--- src/verilog/tsws_pkg.sv ---
// constants and types for the thermometer single-wire slave
//
// Overview of operation
// - start-measurement runs one conversion, stores two temperature bytes, returns to idle.
// - with external supply, read slots after start-measurement return 0 busy, 1 done.
// - load-limits takes two bytes LSB first into buffer bytes 2 then 3.
// - dump-buffer shifts bytes 0 to 8 out, LSB of byte 0 first, CRC last.
// - a reset pulse may stop a buffer read anywhere; the device drops it cleanly.
// - store-limits copies buffer bytes 2 and 3 into nonvolatile memory.
// - reload-limits copies stored limits into bytes 2 and 3; read slots report busy.
// - the limit reload also runs by itself at power-up.
// - after query-supply, bus-powered devices pull the read slot low, others leave high.
// - the master starts every slot; only presence starts from the device.
// - after reset ends, wait 15 to 60 us, then presence low 60 to 240 us.
// - each time slot carries exactly one data bit.
// - the device samples 15 to 60 us after the slot falling edge.
// - function commands need reset, presence and a valid addressing byte first.
// - every command and data byte travels least significant bit first.
// - a line held low over 480 us is a reset in any state; the code detects it only after a slot starts, not in presence states.
// - read slot 0 pulls low, valid 15 us, released before slot end.
package tsws_pkg;
  localparam int CLK_NS      = 100;        // 10 MHz clock period
  // bus timing, figures in microseconds or milliseconds
  localparam int RESET_US    = 480;
  localparam int PWAIT_US    = 30;         // presence delay, inside 15..60
  localparam int PRES_US     = 120;        // presence width, inside 60..240
  localparam int HOLD_US     = 20;         // read-0 drive, beyond the 15 us valid time
  localparam int SAMPLE_US   = 30;         // write sample point, inside 15..60
  localparam int RELOAD_US   = 1;
  localparam int CONV_MS     = 750;
  localparam int COPY_MS     = 10;
  // derived cycle counts, least times rounded up
  localparam int RESET_CYC   = (RESET_US * 1000 + CLK_NS - 1) / CLK_NS;
  localparam int CONV_CYC    = (CONV_MS * 1000000 + CLK_NS - 1) / CLK_NS;
  localparam int COPY_CYC    = (COPY_MS * 1000000 + CLK_NS - 1) / CLK_NS;
  localparam logic [12:0] PWAIT_CNT  = 13'((PWAIT_US * 1000 + CLK_NS - 1) / CLK_NS);
  localparam logic [12:0] PRES_CNT   = 13'((PRES_US * 1000 + CLK_NS - 1) / CLK_NS);
  localparam logic [12:0] HOLD_CNT   = 13'((HOLD_US * 1000 + CLK_NS - 1) / CLK_NS);
  localparam logic [12:0] SAMPLE_CNT = 13'((SAMPLE_US * 1000 + CLK_NS - 1) / CLK_NS);
  localparam logic [12:0] CNT_MAX    = 13'h1FFF;
  localparam logic [22:0] RELOAD_CNT = 23'((RELOAD_US * 1000 + CLK_NS - 1) / CLK_NS);
  // command bytes
  localparam logic [7:0] CMD_SKIP_ADDR = 8'hCC;
  localparam logic [7:0] CMD_MEASURE   = 8'h44;
  localparam logic [7:0] CMD_LOAD_LIM  = 8'h4E;
  localparam logic [7:0] CMD_DUMP_BUF  = 8'hBE;
  localparam logic [7:0] CMD_STORE_LIM = 8'h48;
  localparam logic [7:0] CMD_RELOAD    = 8'hB8;
  localparam logic [7:0] CMD_SUPPLY    = 8'hB4;
  // buffer layout
  localparam logic [3:0] IDX_TEMP_LO = 4'h0;
  localparam logic [3:0] IDX_TEMP_HI = 4'h1;
  localparam logic [3:0] IDX_UPPER   = 4'h2;
  localparam logic [3:0] IDX_LOWER   = 4'h3;
  localparam logic [3:0] IDX_CRC     = 4'h8;
  localparam logic [7:0] RSV_BYTE    = 8'hFF;
  localparam logic [7:0] CRC_POLY    = 8'h8C;  // x8+x5+x4+1, shifted LSB first
  localparam logic [7:0] NV_UPPER_RST = 8'h7F;
  localparam logic [7:0] NV_LOWER_RST = 8'h80;

  typedef enum logic [2:0] {
    ST_IDLE  = 3'b000, ST_SLOT = 3'b001, ST_TAIL = 3'b010, ST_RST = 3'b011,
    ST_PWAIT = 3'b100, ST_PRES = 3'b101, ST_PEND = 3'b110
  } tsws_st_e;
  typedef enum logic [2:0] {
    PH_IGNORE = 3'b000, PH_ADDR = 3'b001, PH_FUNC = 3'b010, PH_WR_UP = 3'b011,
    PH_WR_LO  = 3'b100, PH_DUMP = 3'b101, PH_STATUS = 3'b110, PH_SUPPLY = 3'b111
  } tsws_ph_e;
  typedef enum logic [1:0] {
    OP_NONE = 2'b00, OP_CONV = 2'b01, OP_COPY = 2'b10, OP_LOAD = 2'b11
  } tsws_op_e;
endpackage

--- src/verilog/tsws_slave.sv ---
// single-wire thermometer slave: slot timing, command decode, buffer and limit store
`timescale 1ns/1ps
module tsws_slave #(
  parameter int RESET_LOW_CYC = tsws_pkg::RESET_CYC,
  parameter int CONV_DUR_CYC  = tsws_pkg::CONV_CYC,
  parameter int COPY_DUR_CYC  = tsws_pkg::COPY_CYC
) (
  input  wire logic        clock_i,
  input  wire logic        resetn_i,
  input  wire logic        clk_en_i,
  input  wire logic        dq_i,
  output logic             dq_o,
  output logic             dq_oe_n_o,
  input  wire logic        ext_supply_i,
  input  wire logic [15:0] temp_sample_i,
  output logic [15:0]      measured_temperature_o,
  output logic [7:0]       upper_alarm_limit_o,
  output logic [7:0]       lower_alarm_limit_o,
  output logic             busy_o
);
  localparam logic [12:0] RST_CNT  = 13'(RESET_LOW_CYC);
  localparam logic [22:0] CONV_CNT = 23'(CONV_DUR_CYC);
  localparam logic [22:0] COPY_CNT = 23'(COPY_DUR_CYC);

  typedef struct packed {
    logic [2:0]         sync;
    logic               line;
    tsws_pkg::tsws_st_e st;
    tsws_pkg::tsws_ph_e ph;
    logic [12:0]        cnt;
    logic [7:0]         sh;
    logic [2:0]         bit_cnt;
    logic [3:0]         idx;
    logic [7:0]         crc;
    logic               oe_n;
    tsws_pkg::tsws_op_e op;
    logic [22:0]        op_cnt;
    logic               busy;
    logic [15:0]        temp;
    logic [7:0]         upper;
    logic [7:0]         lower;
    logic [7:0]         nv_upper;
    logic [7:0]         nv_lower;
  } tsws_state_s;

  tsws_state_s s;
  tsws_state_s n;
  logic        rst_meta_r;
  logic        rst_n_r;
  logic        fell;
  logic        rose;
  logic        bit_ok;
  logic        bit_val;
  logic        out_bit;
  logic [7:0]  byte_v;

  // one step of the buffer checksum, fed LSB first
  function automatic logic [7:0] crc_step(input logic [7:0] c, input logic b);
    logic fb;
    fb = c[0] ^ b;
    crc_step = {1'b0, c[7:1]} ^ (fb ? tsws_pkg::CRC_POLY : 8'h00);
  endfunction

  // buffer byte by index; unused bytes read as all ones
  function automatic logic [7:0] buf_byte(input tsws_state_s x);
    case (x.idx)
      tsws_pkg::IDX_TEMP_LO: buf_byte = x.temp[7:0];
      tsws_pkg::IDX_TEMP_HI: buf_byte = x.temp[15:8];
      tsws_pkg::IDX_UPPER:   buf_byte = x.upper;
      tsws_pkg::IDX_LOWER:   buf_byte = x.lower;
      tsws_pkg::IDX_CRC:     buf_byte = x.crc;
      default:               buf_byte = tsws_pkg::RSV_BYTE;
    endcase
  endfunction

  function automatic logic is_write_ph(input tsws_pkg::tsws_ph_e p);
    is_write_ph = (p == tsws_pkg::PH_ADDR) || (p == tsws_pkg::PH_FUNC) ||
                  (p == tsws_pkg::PH_WR_UP) || (p == tsws_pkg::PH_WR_LO);
  endfunction

  // reset release through two flops
  always_ff @(posedge clock_i or negedge resetn_i) begin
    if (!resetn_i) begin
      rst_meta_r <= 1'b0;
      rst_n_r    <= 1'b0;
    end else if (clk_en_i) begin
      rst_meta_r <= 1'b1;
      rst_n_r    <= rst_meta_r;
    end
  end

  // next-state logic for the whole block
  always_comb begin
    n       = s;
    bit_ok  = 1'b0;
    bit_val = 1'b0;
    out_bit = 1'b1;
    byte_v  = buf_byte(s);
    // line filter: a change counts once the last two stages agree
    n.sync = {s.sync[1:0], dq_i};
    if (s.sync[1] == s.sync[2]) n.line = s.sync[2];
    fell = s.line & ~n.line;
    rose = ~s.line & n.line;
    if (fell || rose) n.cnt = 13'h0000;
    else if (s.cnt != tsws_pkg::CNT_MAX) n.cnt = s.cnt + 13'h0001;

    case (s.st)
      tsws_pkg::ST_IDLE: if (fell) begin
        n.st = tsws_pkg::ST_SLOT;
        // reply bit chosen at the slot edge so it is valid at once
        case (s.ph)
          tsws_pkg::PH_DUMP:   out_bit = byte_v[s.bit_cnt];
          tsws_pkg::PH_STATUS: out_bit = (s.op == tsws_pkg::OP_NONE);
          tsws_pkg::PH_SUPPLY: out_bit = ext_supply_i;
          default:             out_bit = 1'b1;
        endcase
        n.oe_n = out_bit;
        if (s.ph == tsws_pkg::PH_DUMP) begin
          if (s.idx != tsws_pkg::IDX_CRC) n.crc = crc_step(s.crc, out_bit);
          n.bit_cnt = s.bit_cnt + 3'h1;
          if (s.bit_cnt == 3'h7) begin
            if (s.idx == tsws_pkg::IDX_CRC) n.ph = tsws_pkg::PH_IGNORE;
            else n.idx = s.idx + 4'h1;
          end
        end
      end
      tsws_pkg::ST_SLOT: begin
        // release before the slot can end; master sampled within 15 us
        if (!s.oe_n && s.cnt == tsws_pkg::HOLD_CNT) n.oe_n = 1'b1;
        if (rose) begin
          // released before the sample point: line high there
          bit_ok  = 1'b1;
          bit_val = 1'b1;
          n.st    = tsws_pkg::ST_IDLE;
        end else if (s.cnt == tsws_pkg::SAMPLE_CNT) begin
          bit_ok  = 1'b1;
          bit_val = s.line;
          n.st    = tsws_pkg::ST_TAIL;
        end
      end
      tsws_pkg::ST_TAIL: begin
        if (rose) n.st = tsws_pkg::ST_IDLE;
        else if (s.cnt == RST_CNT) begin
          n.st   = tsws_pkg::ST_RST;
          n.ph   = tsws_pkg::PH_IGNORE;
          n.oe_n = 1'b1;
        end
      end
      tsws_pkg::ST_RST: if (rose) n.st = tsws_pkg::ST_PWAIT;
      tsws_pkg::ST_PWAIT: if (s.cnt == tsws_pkg::PWAIT_CNT) begin
        n.oe_n = 1'b0;
        n.st   = tsws_pkg::ST_PRES;
      end
      // count restarts at our own falling edge, so width is from the line
      tsws_pkg::ST_PRES: if (s.cnt == tsws_pkg::PRES_CNT) begin
        n.oe_n = 1'b1;
        n.st   = tsws_pkg::ST_PEND;
      end
      tsws_pkg::ST_PEND: if (rose) begin
        n.st      = tsws_pkg::ST_IDLE;
        n.ph      = tsws_pkg::PH_ADDR;
        n.bit_cnt = 3'h0;
      end
      default: n.st = tsws_pkg::ST_IDLE;
    endcase

    // background operation timer
    if (s.op != tsws_pkg::OP_NONE) begin
      if (s.op_cnt == 23'h000000) begin
        case (s.op)
          tsws_pkg::OP_CONV: n.temp = temp_sample_i;
          tsws_pkg::OP_COPY: begin
            n.nv_upper = s.upper;
            n.nv_lower = s.lower;
          end
          default: begin
            n.upper = s.nv_upper;
            n.lower = s.nv_lower;
          end
        endcase
        n.op = tsws_pkg::OP_NONE;
      end else n.op_cnt = s.op_cnt - 23'h000001;
    end

    // byte assembly in host-to-device phases, LSB first
    if (bit_ok && is_write_ph(s.ph)) begin
      byte_v    = {bit_val, s.sh[7:1]};
      n.sh      = byte_v;
      n.bit_cnt = s.bit_cnt + 3'h1;
      if (s.bit_cnt == 3'h7) begin
        n.ph = tsws_pkg::PH_IGNORE;
        case (s.ph)
          tsws_pkg::PH_ADDR:
            if (byte_v == tsws_pkg::CMD_SKIP_ADDR) n.ph = tsws_pkg::PH_FUNC;
          tsws_pkg::PH_FUNC: begin
            case (byte_v)
              tsws_pkg::CMD_MEASURE: begin
                n.op     = tsws_pkg::OP_CONV;
                n.op_cnt = CONV_CNT;
                n.ph     = tsws_pkg::PH_STATUS;
              end
              tsws_pkg::CMD_LOAD_LIM: n.ph = tsws_pkg::PH_WR_UP;
              tsws_pkg::CMD_DUMP_BUF: begin
                n.ph  = tsws_pkg::PH_DUMP;
                n.idx = tsws_pkg::IDX_TEMP_LO;
                n.crc = 8'h00;
              end
              tsws_pkg::CMD_STORE_LIM: begin
                n.op     = tsws_pkg::OP_COPY;
                n.op_cnt = COPY_CNT;
              end
              tsws_pkg::CMD_RELOAD: begin
                n.op     = tsws_pkg::OP_LOAD;
                n.op_cnt = tsws_pkg::RELOAD_CNT;
                n.ph     = tsws_pkg::PH_STATUS;
              end
              tsws_pkg::CMD_SUPPLY: n.ph = tsws_pkg::PH_SUPPLY;
              default: n.ph = tsws_pkg::PH_IGNORE;
            endcase
          end
          tsws_pkg::PH_WR_UP: begin
            n.upper = byte_v;
            n.ph    = tsws_pkg::PH_WR_LO;
          end
          default: n.lower = byte_v;
        endcase
      end
    end
    n.busy = (n.op != tsws_pkg::OP_NONE);
  end

  // state register; power-up starts with the limit reload running
  always_ff @(posedge clock_i or negedge rst_n_r) begin
    if (!rst_n_r) begin
      s          <= '0;
      s.sync     <= 3'h7;
      s.line     <= 1'b1;
      s.st       <= tsws_pkg::ST_IDLE;
      s.ph       <= tsws_pkg::PH_IGNORE;
      s.oe_n     <= 1'b1;
      s.op       <= tsws_pkg::OP_LOAD;
      s.op_cnt   <= tsws_pkg::RELOAD_CNT;
      s.busy     <= 1'b1;
      s.nv_upper <= tsws_pkg::NV_UPPER_RST;
      s.nv_lower <= tsws_pkg::NV_LOWER_RST;
    end else if (clk_en_i) begin
      s <= n;
    end
  end

  // open-drain: only ever pulls low
  assign dq_o                   = 1'b0;
  assign dq_oe_n_o              = s.oe_n;
  assign measured_temperature_o = s.temp;
  assign upper_alarm_limit_o    = s.upper;
  assign lower_alarm_limit_o    = s.lower;
  assign busy_o                 = s.busy;
endmodule // tsws_slave

--- config.mk ---
export PLATFORM = sky130hd
export DESIGN_NAME = tsws_slave
export DESIGN_NICKNAME = d
export VERILOG_FILES = /design/src/verilog/tsws_pkg.sv /design/src/verilog/tsws_slave.sv
export SDC_FILE = /design/constraint.sdc
export NUM_CORES = 1
export LEC_CHECK = 0
export BUFFER_PORTS_ARGS = -buffer_cell sky130_fd_sc_hd__buf_4
export CORE_MARGIN = 2
export CORE_UTILIZATION = 55
export DETAILED_ROUTE_END_ITERATION = 8
export PLACE_DENSITY = 0.73
export SYNTH_ARGS = -nofsm -noshare
export SYNTH_HDL_FRONTEND = slang
export SYNTH_SLANG_ARGS = --single-unit
--- constraint.sdc ---
create_clock -name clock_i -period 10.9 [get_ports clock_i]
set_input_delay 2.725 -clock clock_i [delete_from_list [all_inputs] [get_ports clock_i]]
set_output_delay 2.725 -clock clock_i [all_outputs]
set_load 0.01 [all_outputs]
* Word level (Yosys, flattened, before mapping) *
Cells that the tools add are included.

cells by class
  eq/ne operators = 47
  reductions and logical operators = 26
  multiplexer cells = 69
  bitwise gates (word level) = 6
  order comparisons = 1
  add/subtract/negate cells = 4

operators with widths
  cell                                                 count
  2-to-1 mux 25 bit                                    4
  2-to-1 mux 16 bit                                    5
  one-hot mux 25 bit (3 select lines)                  1
  2-to-1 mux 32 bit                                    2
  2-to-1 mux 12 bit                                    4
  one-hot mux 8 bit (5 select lines)                   1
  2-to-1 mux 3 bit                                     13
  equality test 8 bit, second input constant           4
  2-to-1 mux 8 bit                                     4
  2-to-1 mux 15 bit                                    2
  2-to-1 mux 13 bit                                    2
  equality test 3 bit, second input constant           8
  equality test 8 x 7 -> 1 bit, second input constant  3
  logical NOT 23 bit                                   1
  2-to-1 mux 23 bit                                    1
  subtractor 23 x 1 -> 23 bit, second input constant   1
  one-hot mux 3 bit (7 select lines)                   1
  2-to-1 mux 6 bit                                     3
  one-hot mux 3 bit (3 select lines)                   2
  inequality test 2 bit, second input constant         8
  AND reduction 8 bit                                  2
  2-to-1 mux 1 bit                                     15
  inequality test 3 bit, second input constant         5
  adder 13 x 1 -> 13 bit, second input constant        1
  42 further kinds                                     60

storage, ports and cells
  word-level logic and storage cells = 173
  bits of input ports = 21
  output and inout bits = 35
  register bits = 123

* Longest topological paths before layout *
Gate-level depths: netlist (run 1).

  word-level depth = 18
  mapped depth = 12
  gate-level depth less buffers = 11

* Least setup slack after synthesis (run 1) *
OpenSTA, ideal clock, no wires.

  path type = input port to flip-flop
  start = input port clk_en_i
  end = register s[92] in the netlist's numbering
  path buffers = 1
  arrival = 4.215 ns
  slack = 6.560 ns
  required time = 10.775 ns
  stages on the path = 4
  library setup time = 0.125 ns
  path through = clkbuf_1 -> inv_1 -> nor3_1 -> mux2_2

between the ends
  longest elaborated chain between the ends = 1

RTL lines
  what                                  line               text
  start, declared                       tsws_slave.sv:10   input wire logic clk_en_i,
  AND reduction 2 bit (no source line)  n/a
  end signal, assigned                  tsws_slave.sv:247  s <= n;
  end, declared                         tsws_slave.sv:46   tsws_state_s s;

No other way between the ends.
A chain may end at the register's enable or synchronous reset.

* Worst setup path after layout (run 1) *
  start = input port clk_en_i
  end = register s[88] in the netlist's numbering

between the ends
  longest elaborated chain between the ends = 1

RTL lines
  what
  AND reduction 5 bit (no source line)

No other way between the ends.

==> impl_metrics.env, run 1 <==
export IMPL_final_area_mm2=0.00810
export IMPL_cp_arrival_ns=4.68
export IMPL_finClkSkew_ns=0.00970
export IMPL_netlist_area_mm2=0.00730
export IMPL_root_buffer="clkbuf_16"
export IMPL_vdd_drop_max_uv=149
export IMPL_crit_fanout=55
export IMPL_crit_type="input port to flip-flop"
export IMPL_die_w_um=119
export IMPL_wirelength_um=18100
export IMPL_worstMarginPinSlew_ns=1.12
export IMPL_core_area_mm2=0.0131
export IMPL_max_cap_violations=0
export IMPL_slew_headroom=0.249
export IMPL_placementRows=42
export IMPL_setup_tns_final_ns=0
export IMPL_mostFrequentLayoutCells="dfrtp_1 (103), buf_4 (56), nor2_1 (54)"
export IMPL_grt_max_degree=71
export IMPL_crit_buf_inv=2
export IMPL_start_kind="input port"
export IMPL_cts_buffer_depth=2
export IMPL_post_drt_wl_per_cell_um=19.3
export IMPL_post_route_min_period_ns=4.38
export IMPL_drt_iter0_markers=551
export IMPL_synth_distinct_cells=77
export IMPL_nFillCells=1031
export IMPL_whs_ns=0.362
export IMPL_status="finished clean"
export IMPL_first_global_vias=5900
export IMPL_syn2layout_area_growth_pct=11.0
export IMPL_die_h_um=119
export IMPL_leakagePower_uw=0.00335
export IMPL_cts_sink_count=122
export IMPL_power_density_mw_per_mm2=180
export IMPL_cp_cell_sequence="buf_4, inv_1, nor3_1, nor2_1, mux2i_1"
export IMPL_vias_per_cell=6.47
export IMPL_ys_seq_area_frac=0.421
export IMPL_initial_core_util=0.558
export IMPL_cts_buffers=17
export IMPL_dieArea_mm2=0.0142
export IMPL_final_common_cell="dfrtp_1"
export IMPL_hold_class="flip-flop to asynchronous set/reset pin"
export IMPL_yosys_most_used_dff="dfrtp_1"
export IMPL_antenna_left=0
export IMPL_ctsResizeCount=0
export IMPL_drv_slew=0
export IMPL_fin_nets=780
export IMPL_fmax_mhz=228
export IMPL_gp_congestion=0.960
export IMPL_antenna_found_initial=0
export IMPL_port_buffers=54
export IMPL_slowest_delay_ns=0.89
export IMPL_end_kind="flip-flop"
export IMPL_postCtsSetupRepairBufs=0
export IMPL_drt_pre_antenna_iters=7
export IMPL_synth_edf_count=0
export IMPL_path_clk_slew_ns=0.06
export IMPL_grt_overflow_total=0
export IMPL_setup_violations=0
export IMPL_grt_usage=0.266
export IMPL_grt_pass1_wl_um=30000
export IMPL_h_tree_depth=4
export IMPL_cts_tree="built"
export IMPL_clk_insertion_delay_late_ns=0.43
export IMPL_syn_num_nets=783
export IMPL_ys_seq_elements=122
export IMPL_ys_async_sr_fraction=1.00
export IMPL_critPathTopFamily="simple AND/OR/NAND/NOR gates"
export IMPL_syn_inst=748
export IMPL_worstPathRequired_ns=11.20
export IMPL_utilization=0.619
export IMPL_grt_setup_unrepaired="no"
export IMPL_io_pins=56
export IMPL_drcViolationCount=0
export IMPL_diodes=0
export IMPL_critPathSlowestCell="nor3_1"
export IMPL_hold_buffers=0
export IMPL_routed_via_count=6045
export IMPL_syn_area_per_cell_um2=9.76
export IMPL_hold_viol=0
export IMPL_drive_gt1_frac=0.228
export IMPL_ys_warn_count=0
export IMPL_fin_crit_sh=0.402
export IMPL_place_area_mm2=0.00749
export IMPL_hpwlAfterDp_um=12100
-- sequential cells by signal (all words and copies together), names as in the netlist --
| signal | count |
|---|---|
| upper_alarm_limit_o | 8 |
| dq_oe_n_o | 1 |
| rst_meta_r | 1 |
| s | 84 |
| n | 2 |
| busy_o | 1 |
| rst_n_r | 1 |
| measured_temperature_o | 16 |
| lower_alarm_limit_o | 8 |
-- metal layers --
metal,part of all wire,GRT usage,up-vias
li1,-,-,2769
met5,0,0,-
met1,0.44,0.353,3005
met3,0.056,0.0522,44
met4,0.022,0.113,0
met2,0.48,0.427,227
-- worst paths after layout --
path	from	endpoint	slack [ns]	cells after the start
max	clk_en_i	s[88]	6.52	5
min	rst_n_r	s[67]	0.36	0
max reg2reg	s[111]	s[67]	7.36	7
min reg2reg	rst_n_r	s[67]	0.36	0
max in group asynchronous	resetn_i	rst_n_r	8.73	1
min in group clock_i	rst_meta_r	rst_meta_r	0.47	1
-- cells in the mapped netlist (4+ instances only) --
master       n  area [µm²]
ha_1        14         175
and4_1       4        35.0
a21o_1       4        30.0
buf_2        6        30.0
dfrtp_1    104        2600
nand4_1     12        75.1
nand3_1      9        45.0
nor2_1      54         203
inv_1       26        97.6
nor3b_1      6        45.0
nor3_1      23         115
xor2_1       9        78.8
nand2_1     42         158
nand2b_1    10        62.6
a22oi_1     28         210
o22ai_1      4        25.0
mux2i_1      6        60.1
or4_1        7        52.6
a21boi_0     5        37.5
mux2_2      46         518
clkbuf_1    29         109
a21oi_1     19        95.1
a211o_1      5        43.8
a311oi_1     4        35.0
buf_4       38         285
o21ai_1      5        25.0
and2_1       5        31.3
nor4_1      14        87.6
o31ai_1      8        60.1
buf_1        4        15.0
o2bb2ai_1   18         158
dfstp_2     18         473
a31oi_1      5        31.3
nor2b_1      7        43.8
o211ai_1     8        60.1
o21ai_0     40         200
a22o_1      17         149
or3_1       13        81.3
-- worst register-to-register path, stage by stage (launching register included) --
cell     delay, ns
dfrtp_1       0.55
nor4b_1       0.72
nor3b_1       0.58
a21oi_1       0.25
a21o_1        0.22
a21oi_2       0.60
o21ai_0       0.20
mux2_2        0.29
-- power by group --
group / switching [µW] / internal (µW) / leakage (µW)
sequential: 90.7 / 515 / 0.00149
combinational: 150 / 123 / 0.00156
clock: 237 / 346 / 0.000298
total: 477 / 984 / 0.00335
-- layout make-up --
class	count	area (µm²)	share of cell area
Multi-Input combinational cell	521	3670	0.453
Inverter	27	101	0.0125
Clock buffer	17	425	0.0525
Tap cell	176	220	0.0272
Sequential cell	122	3080	0.380
Timing Repair Buffer	56	420	0.0519
Clock inverter	15	181	0.0224
-- logic make-up after synthesis --
group / after synthesis / synth area share
adders and majority gates: 14 / 0.0240
AOI/OAI and AO/OA: 206 / 0.205
buffers and inverters: 105 / 0.0756
xor gates and xnor gates: 12 / 0.0144
muxes: 52 / 0.0792
other: 1 / 0.000514
and+or+nand+nor: 236 / 0.180
DFF: 122 / 0.421
-- stage by stage --
stage | worst slack (ns) | total power [µW] | std cells
CTS | 6.55 | 1460 | 934
floorplan | 6.56 | 803 | 748
global placement | 6.15 | 866 | 902
global route | 6.33 | 1530 | 934
detailed placement | 6.09 | 878 | 902
finish | 6.52 | 1460 | 934
No activity file was read; power rests on OpenSTA's default activity.
==> run 2, diff against run 1 <==
--- a/config.mk
+++ b/config.mk
@@ -5,6 +5,7 @@
 export SDC_FILE = /design/constraint.sdc
 export NUM_CORES = 1
 export LEC_CHECK = 0
+export ABC_AREA = 1
 export BUFFER_PORTS_ARGS = -buffer_cell sky130_fd_sc_hd__buf_4
 export CORE_MARGIN = 2
 export CORE_UTILIZATION = 55
==> constraint.sdc (replaced) <==
create_clock -name clock_i -period 4.25 [get_ports clock_i]
set_input_delay 1.0625 -clock clock_i [delete_from_list [all_inputs] [get_ports clock_i]]
set_output_delay 1.0625 -clock clock_i [all_outputs]
set_load 0.01 [all_outputs]
==> run 2 against run 1 <==
Effect of this change:
- synthesized cell count rose by 29%
- critical path type is now flip-flop to flip-flop
- utilization rose by 1.6 points
- cell count grew 25%
==> impl_metrics.env, run 2 <==
export IMPL_whs_ns=0.412
export IMPL_start_kind="flip-flop"
export IMPL_postCtsSetupRepairBufs=0
export IMPL_syn_num_nets=1000
export IMPL_ys_seq_elements=122
export IMPL_critPathSlowestCell="nor2_2"
export IMPL_ys_async_sr_fraction=1.00
export IMPL_ys_seq_area_frac=0.404
export IMPL_hold_viol=0
export IMPL_power_density_mw_per_mm2=421
export IMPL_yosys_most_used_dff="dfrtp_1"
export IMPL_cp_cell_sequence="nor2_2, nand2_1, o21ai_0, inv_1, nand2_1, nand3_1, nand3_1, nand2_1, nand2_1, nand2_1, nand2_1, nand2_1, nand3_1, o21ai_1, nand2_1, nand2_1"
export IMPL_utilization=0.635
export IMPL_path_clk_slew_ns=0.06
export IMPL_post_route_min_period_ns=2.80
export IMPL_crit_buf_inv=1
export IMPL_netlist_area_mm2=0.00762
export IMPL_slew_headroom=0.378
export IMPL_drt_iter0_markers=462
export IMPL_setup_violations=0
export IMPL_yosysMostFrequentCell="nand2_1"
export IMPL_port_buffers=54
export IMPL_crit_fanout=24
export IMPL_ys_warn_count=0
export IMPL_grt_pass1_wl_um=30400
export IMPL_h_tree_depth=4
export IMPL_crit_path_frequent_cell="nand2_1"
export IMPL_grt_setup_unrepaired="no"
export IMPL_yosysTopAreaCellShare=0.342
export IMPL_io_pins=56
export IMPL_post_drt_wl_per_cell_um=15.5
export IMPL_antenna_found_initial=0
export IMPL_placedCellCount=1140
export IMPL_grt_max_degree=60
export IMPL_drcViolationCount=0
export IMPL_leakagePower_uw=0.00392
export IMPL_drive_gt1_frac=0.183
export IMPL_initial_core_util=0.568
export IMPL_syn_inst=965
export IMPL_status="finished clean"
export IMPL_synth_common_cells="nand2_1 (163), inv_1 (120), dfrtp_1 (104)"
export IMPL_final_common_cell="nand2_1"
export IMPL_cp_arrival_ns=3.12
export IMPL_largest_register="s"
export IMPL_synthTopCellsByArea="dfrtp_1 (34%), nand2_1 (8.0%), dfstp_2 (6.2%)"
export IMPL_routed_via_count=6572
export IMPL_max_cap_violations=0
export IMPL_wirelength_um=18200
export IMPL_core_area_mm2=0.0134
export IMPL_grt_overflow_total=0
export IMPL_antenna_left=0
export IMPL_layoutNonFillerInstCount=1172
export IMPL_die_h_um=122
export IMPL_grt_usage=0.261
export IMPL_dieArea_mm2=0.0148
export IMPL_finClkSkew_ns=0.0121
export IMPL_vias_per_cell=5.61
export IMPL_drv_slew=0
export IMPL_gp_congestion=0.881
export IMPL_worstPathRequired_ns=4.57
export IMPL_rr_startpoint="s[86]"
export IMPL_slowest_delay_ns=0.67
export IMPL_drt_pre_antenna_iters=5
export IMPL_critPathTopFamily="simple AND/OR/NAND/NOR gates"
export IMPL_diodes=0
export IMPL_ctsResizeCount=0
export IMPL_hold_buffers=0
export IMPL_placementRows=42
export IMPL_worstMarginPinSlew_ns=0.926
export IMPL_cp_startpoint="s[86]"
export IMPL_synth_top_area_cell="dfrtp_1"
export IMPL_fin_nets=1018
export IMPL_end_kind="flip-flop"
export IMPL_vdd_drop_max_uv=280
export IMPL_first_global_vias=6125
export IMPL_largest_reg_flops=84
export IMPL_setup_tns_final_ns=0
export IMPL_die_w_um=122
export IMPL_cts_buffer_depth=2
export IMPL_syn_area_per_cell_um2=7.89
export IMPL_synth_distinct_cells=51
export IMPL_hold_class="input port to asynchronous set/reset pin"
export IMPL_synth_edf_count=0
export IMPL_crit_type="flip-flop to flip-flop"
export IMPL_syn2layout_area_growth_pct=11.7
export IMPL_cts_buffers=17
export IMPL_clk_insertion_delay_late_ns=0.43
export IMPL_fmax_mhz=357
export IMPL_cts_tree="built"
export IMPL_root_buffer="clkbuf_16"
export IMPL_mostFrequentLayoutCells="nand2_1 (163), inv_1 (120), dfrtp_1 (103)"
export IMPL_cts_sink_count=122
export IMPL_fin_crit_sh=0.660
export IMPL_hpwlAfterDp_um=13100
## run 2: changes by cell type after synthesis, moves of 22 or more
cell / change
nand3_1: +59
nor2_1: +22
o21ai_0: +51
inv_1: +94
nand2_1: +121
mux2_2: -40
## run 2: stage by stage
step           total power [µW]  setup slack (ns)  cell area (µm²)
2_1_floorplan              1940             0.611             7620
3_3_place_gp               2090              1.36             7900
3_5_place_dp               2110              1.34             7900
4_1_cts                    3600              1.47             8510
5_1_grt                    3760              1.20             8510
6_report                   3580              1.45             8510
## run 2: power by group
part	leakage, µW	total (µW)	internal (µW)	switching (µW)
sequential	0.00148	1450	1300	155
combinational	0.00216	644	237	407
clock	0.000281	1490	938	548
## run 2: worst paths after layout
check	end	slack, ns	depth (start not counted)
min in group clock_i	n[119]	0.47	2
setup / recovery	s[82]	1.45	16
hold reg to reg	s[81]	0.42	0
hold / removal	rst_n_r	0.41	1
max in group asynchronous	s[117]	2.87	1
setup reg to reg	s[82]	1.45	16
## run 2: cell families after synthesis
family,count (synthesis),synth area share
other cells,1,0.000492
compound gates,195,0.148
buf+inv,193,0.116
flops,122,0.404
simple gates,405,0.258
xor+xnor,17,0.0196
fa+ha+maj,14,0.0230
mux,18,0.0312
## run 2: worst register-to-register path, stage by stage, from the launching register on
cell,delay (ns)
dfrtp_1,0.49
nor2_2,0.67
nand2_1,0.23
o21ai_0,0.25
inv_1,0.07
nand2_1,0.07
nand3_1,0.07
nand3_1,0.08
nand2_1,0.06
nand2_1,0.08
nand2_1,0.07
nand2_1,0.12
nand2_1,0.10
nand3_1,0.12
o21ai_1,0.08
nand2_1,0.08
nand2_1,0.05
## run 2: cell type report
| type | instances | area [µm²] |
|---|---|---|
| inverter | 133 | 499 |
| clock inverter | 14 | 171 |
| fill | 1173 | 4890 |
| multi-input combinational | 650 | 3650 |
| sequential | 122 | 3080 |
| timing repair buffer | 59 | 443 |
| tap | 176 | 220 |
| clock buffer | 18 | 439 |
## run 2: layer usage
| metal | global-route usage | up-vias | wire (µm) |
|---|---|---|---|
| met2 | 0.407 | 194 | 8300 |
| met5 | 0 | - | 0 |
| met4 | 0.121 | 0 | 655 |
| li1 | - | 3233 | - |
| met1 | 0.351 | 3099 | 8300 |
| met3 | 0.0515 | 46 | 957 |
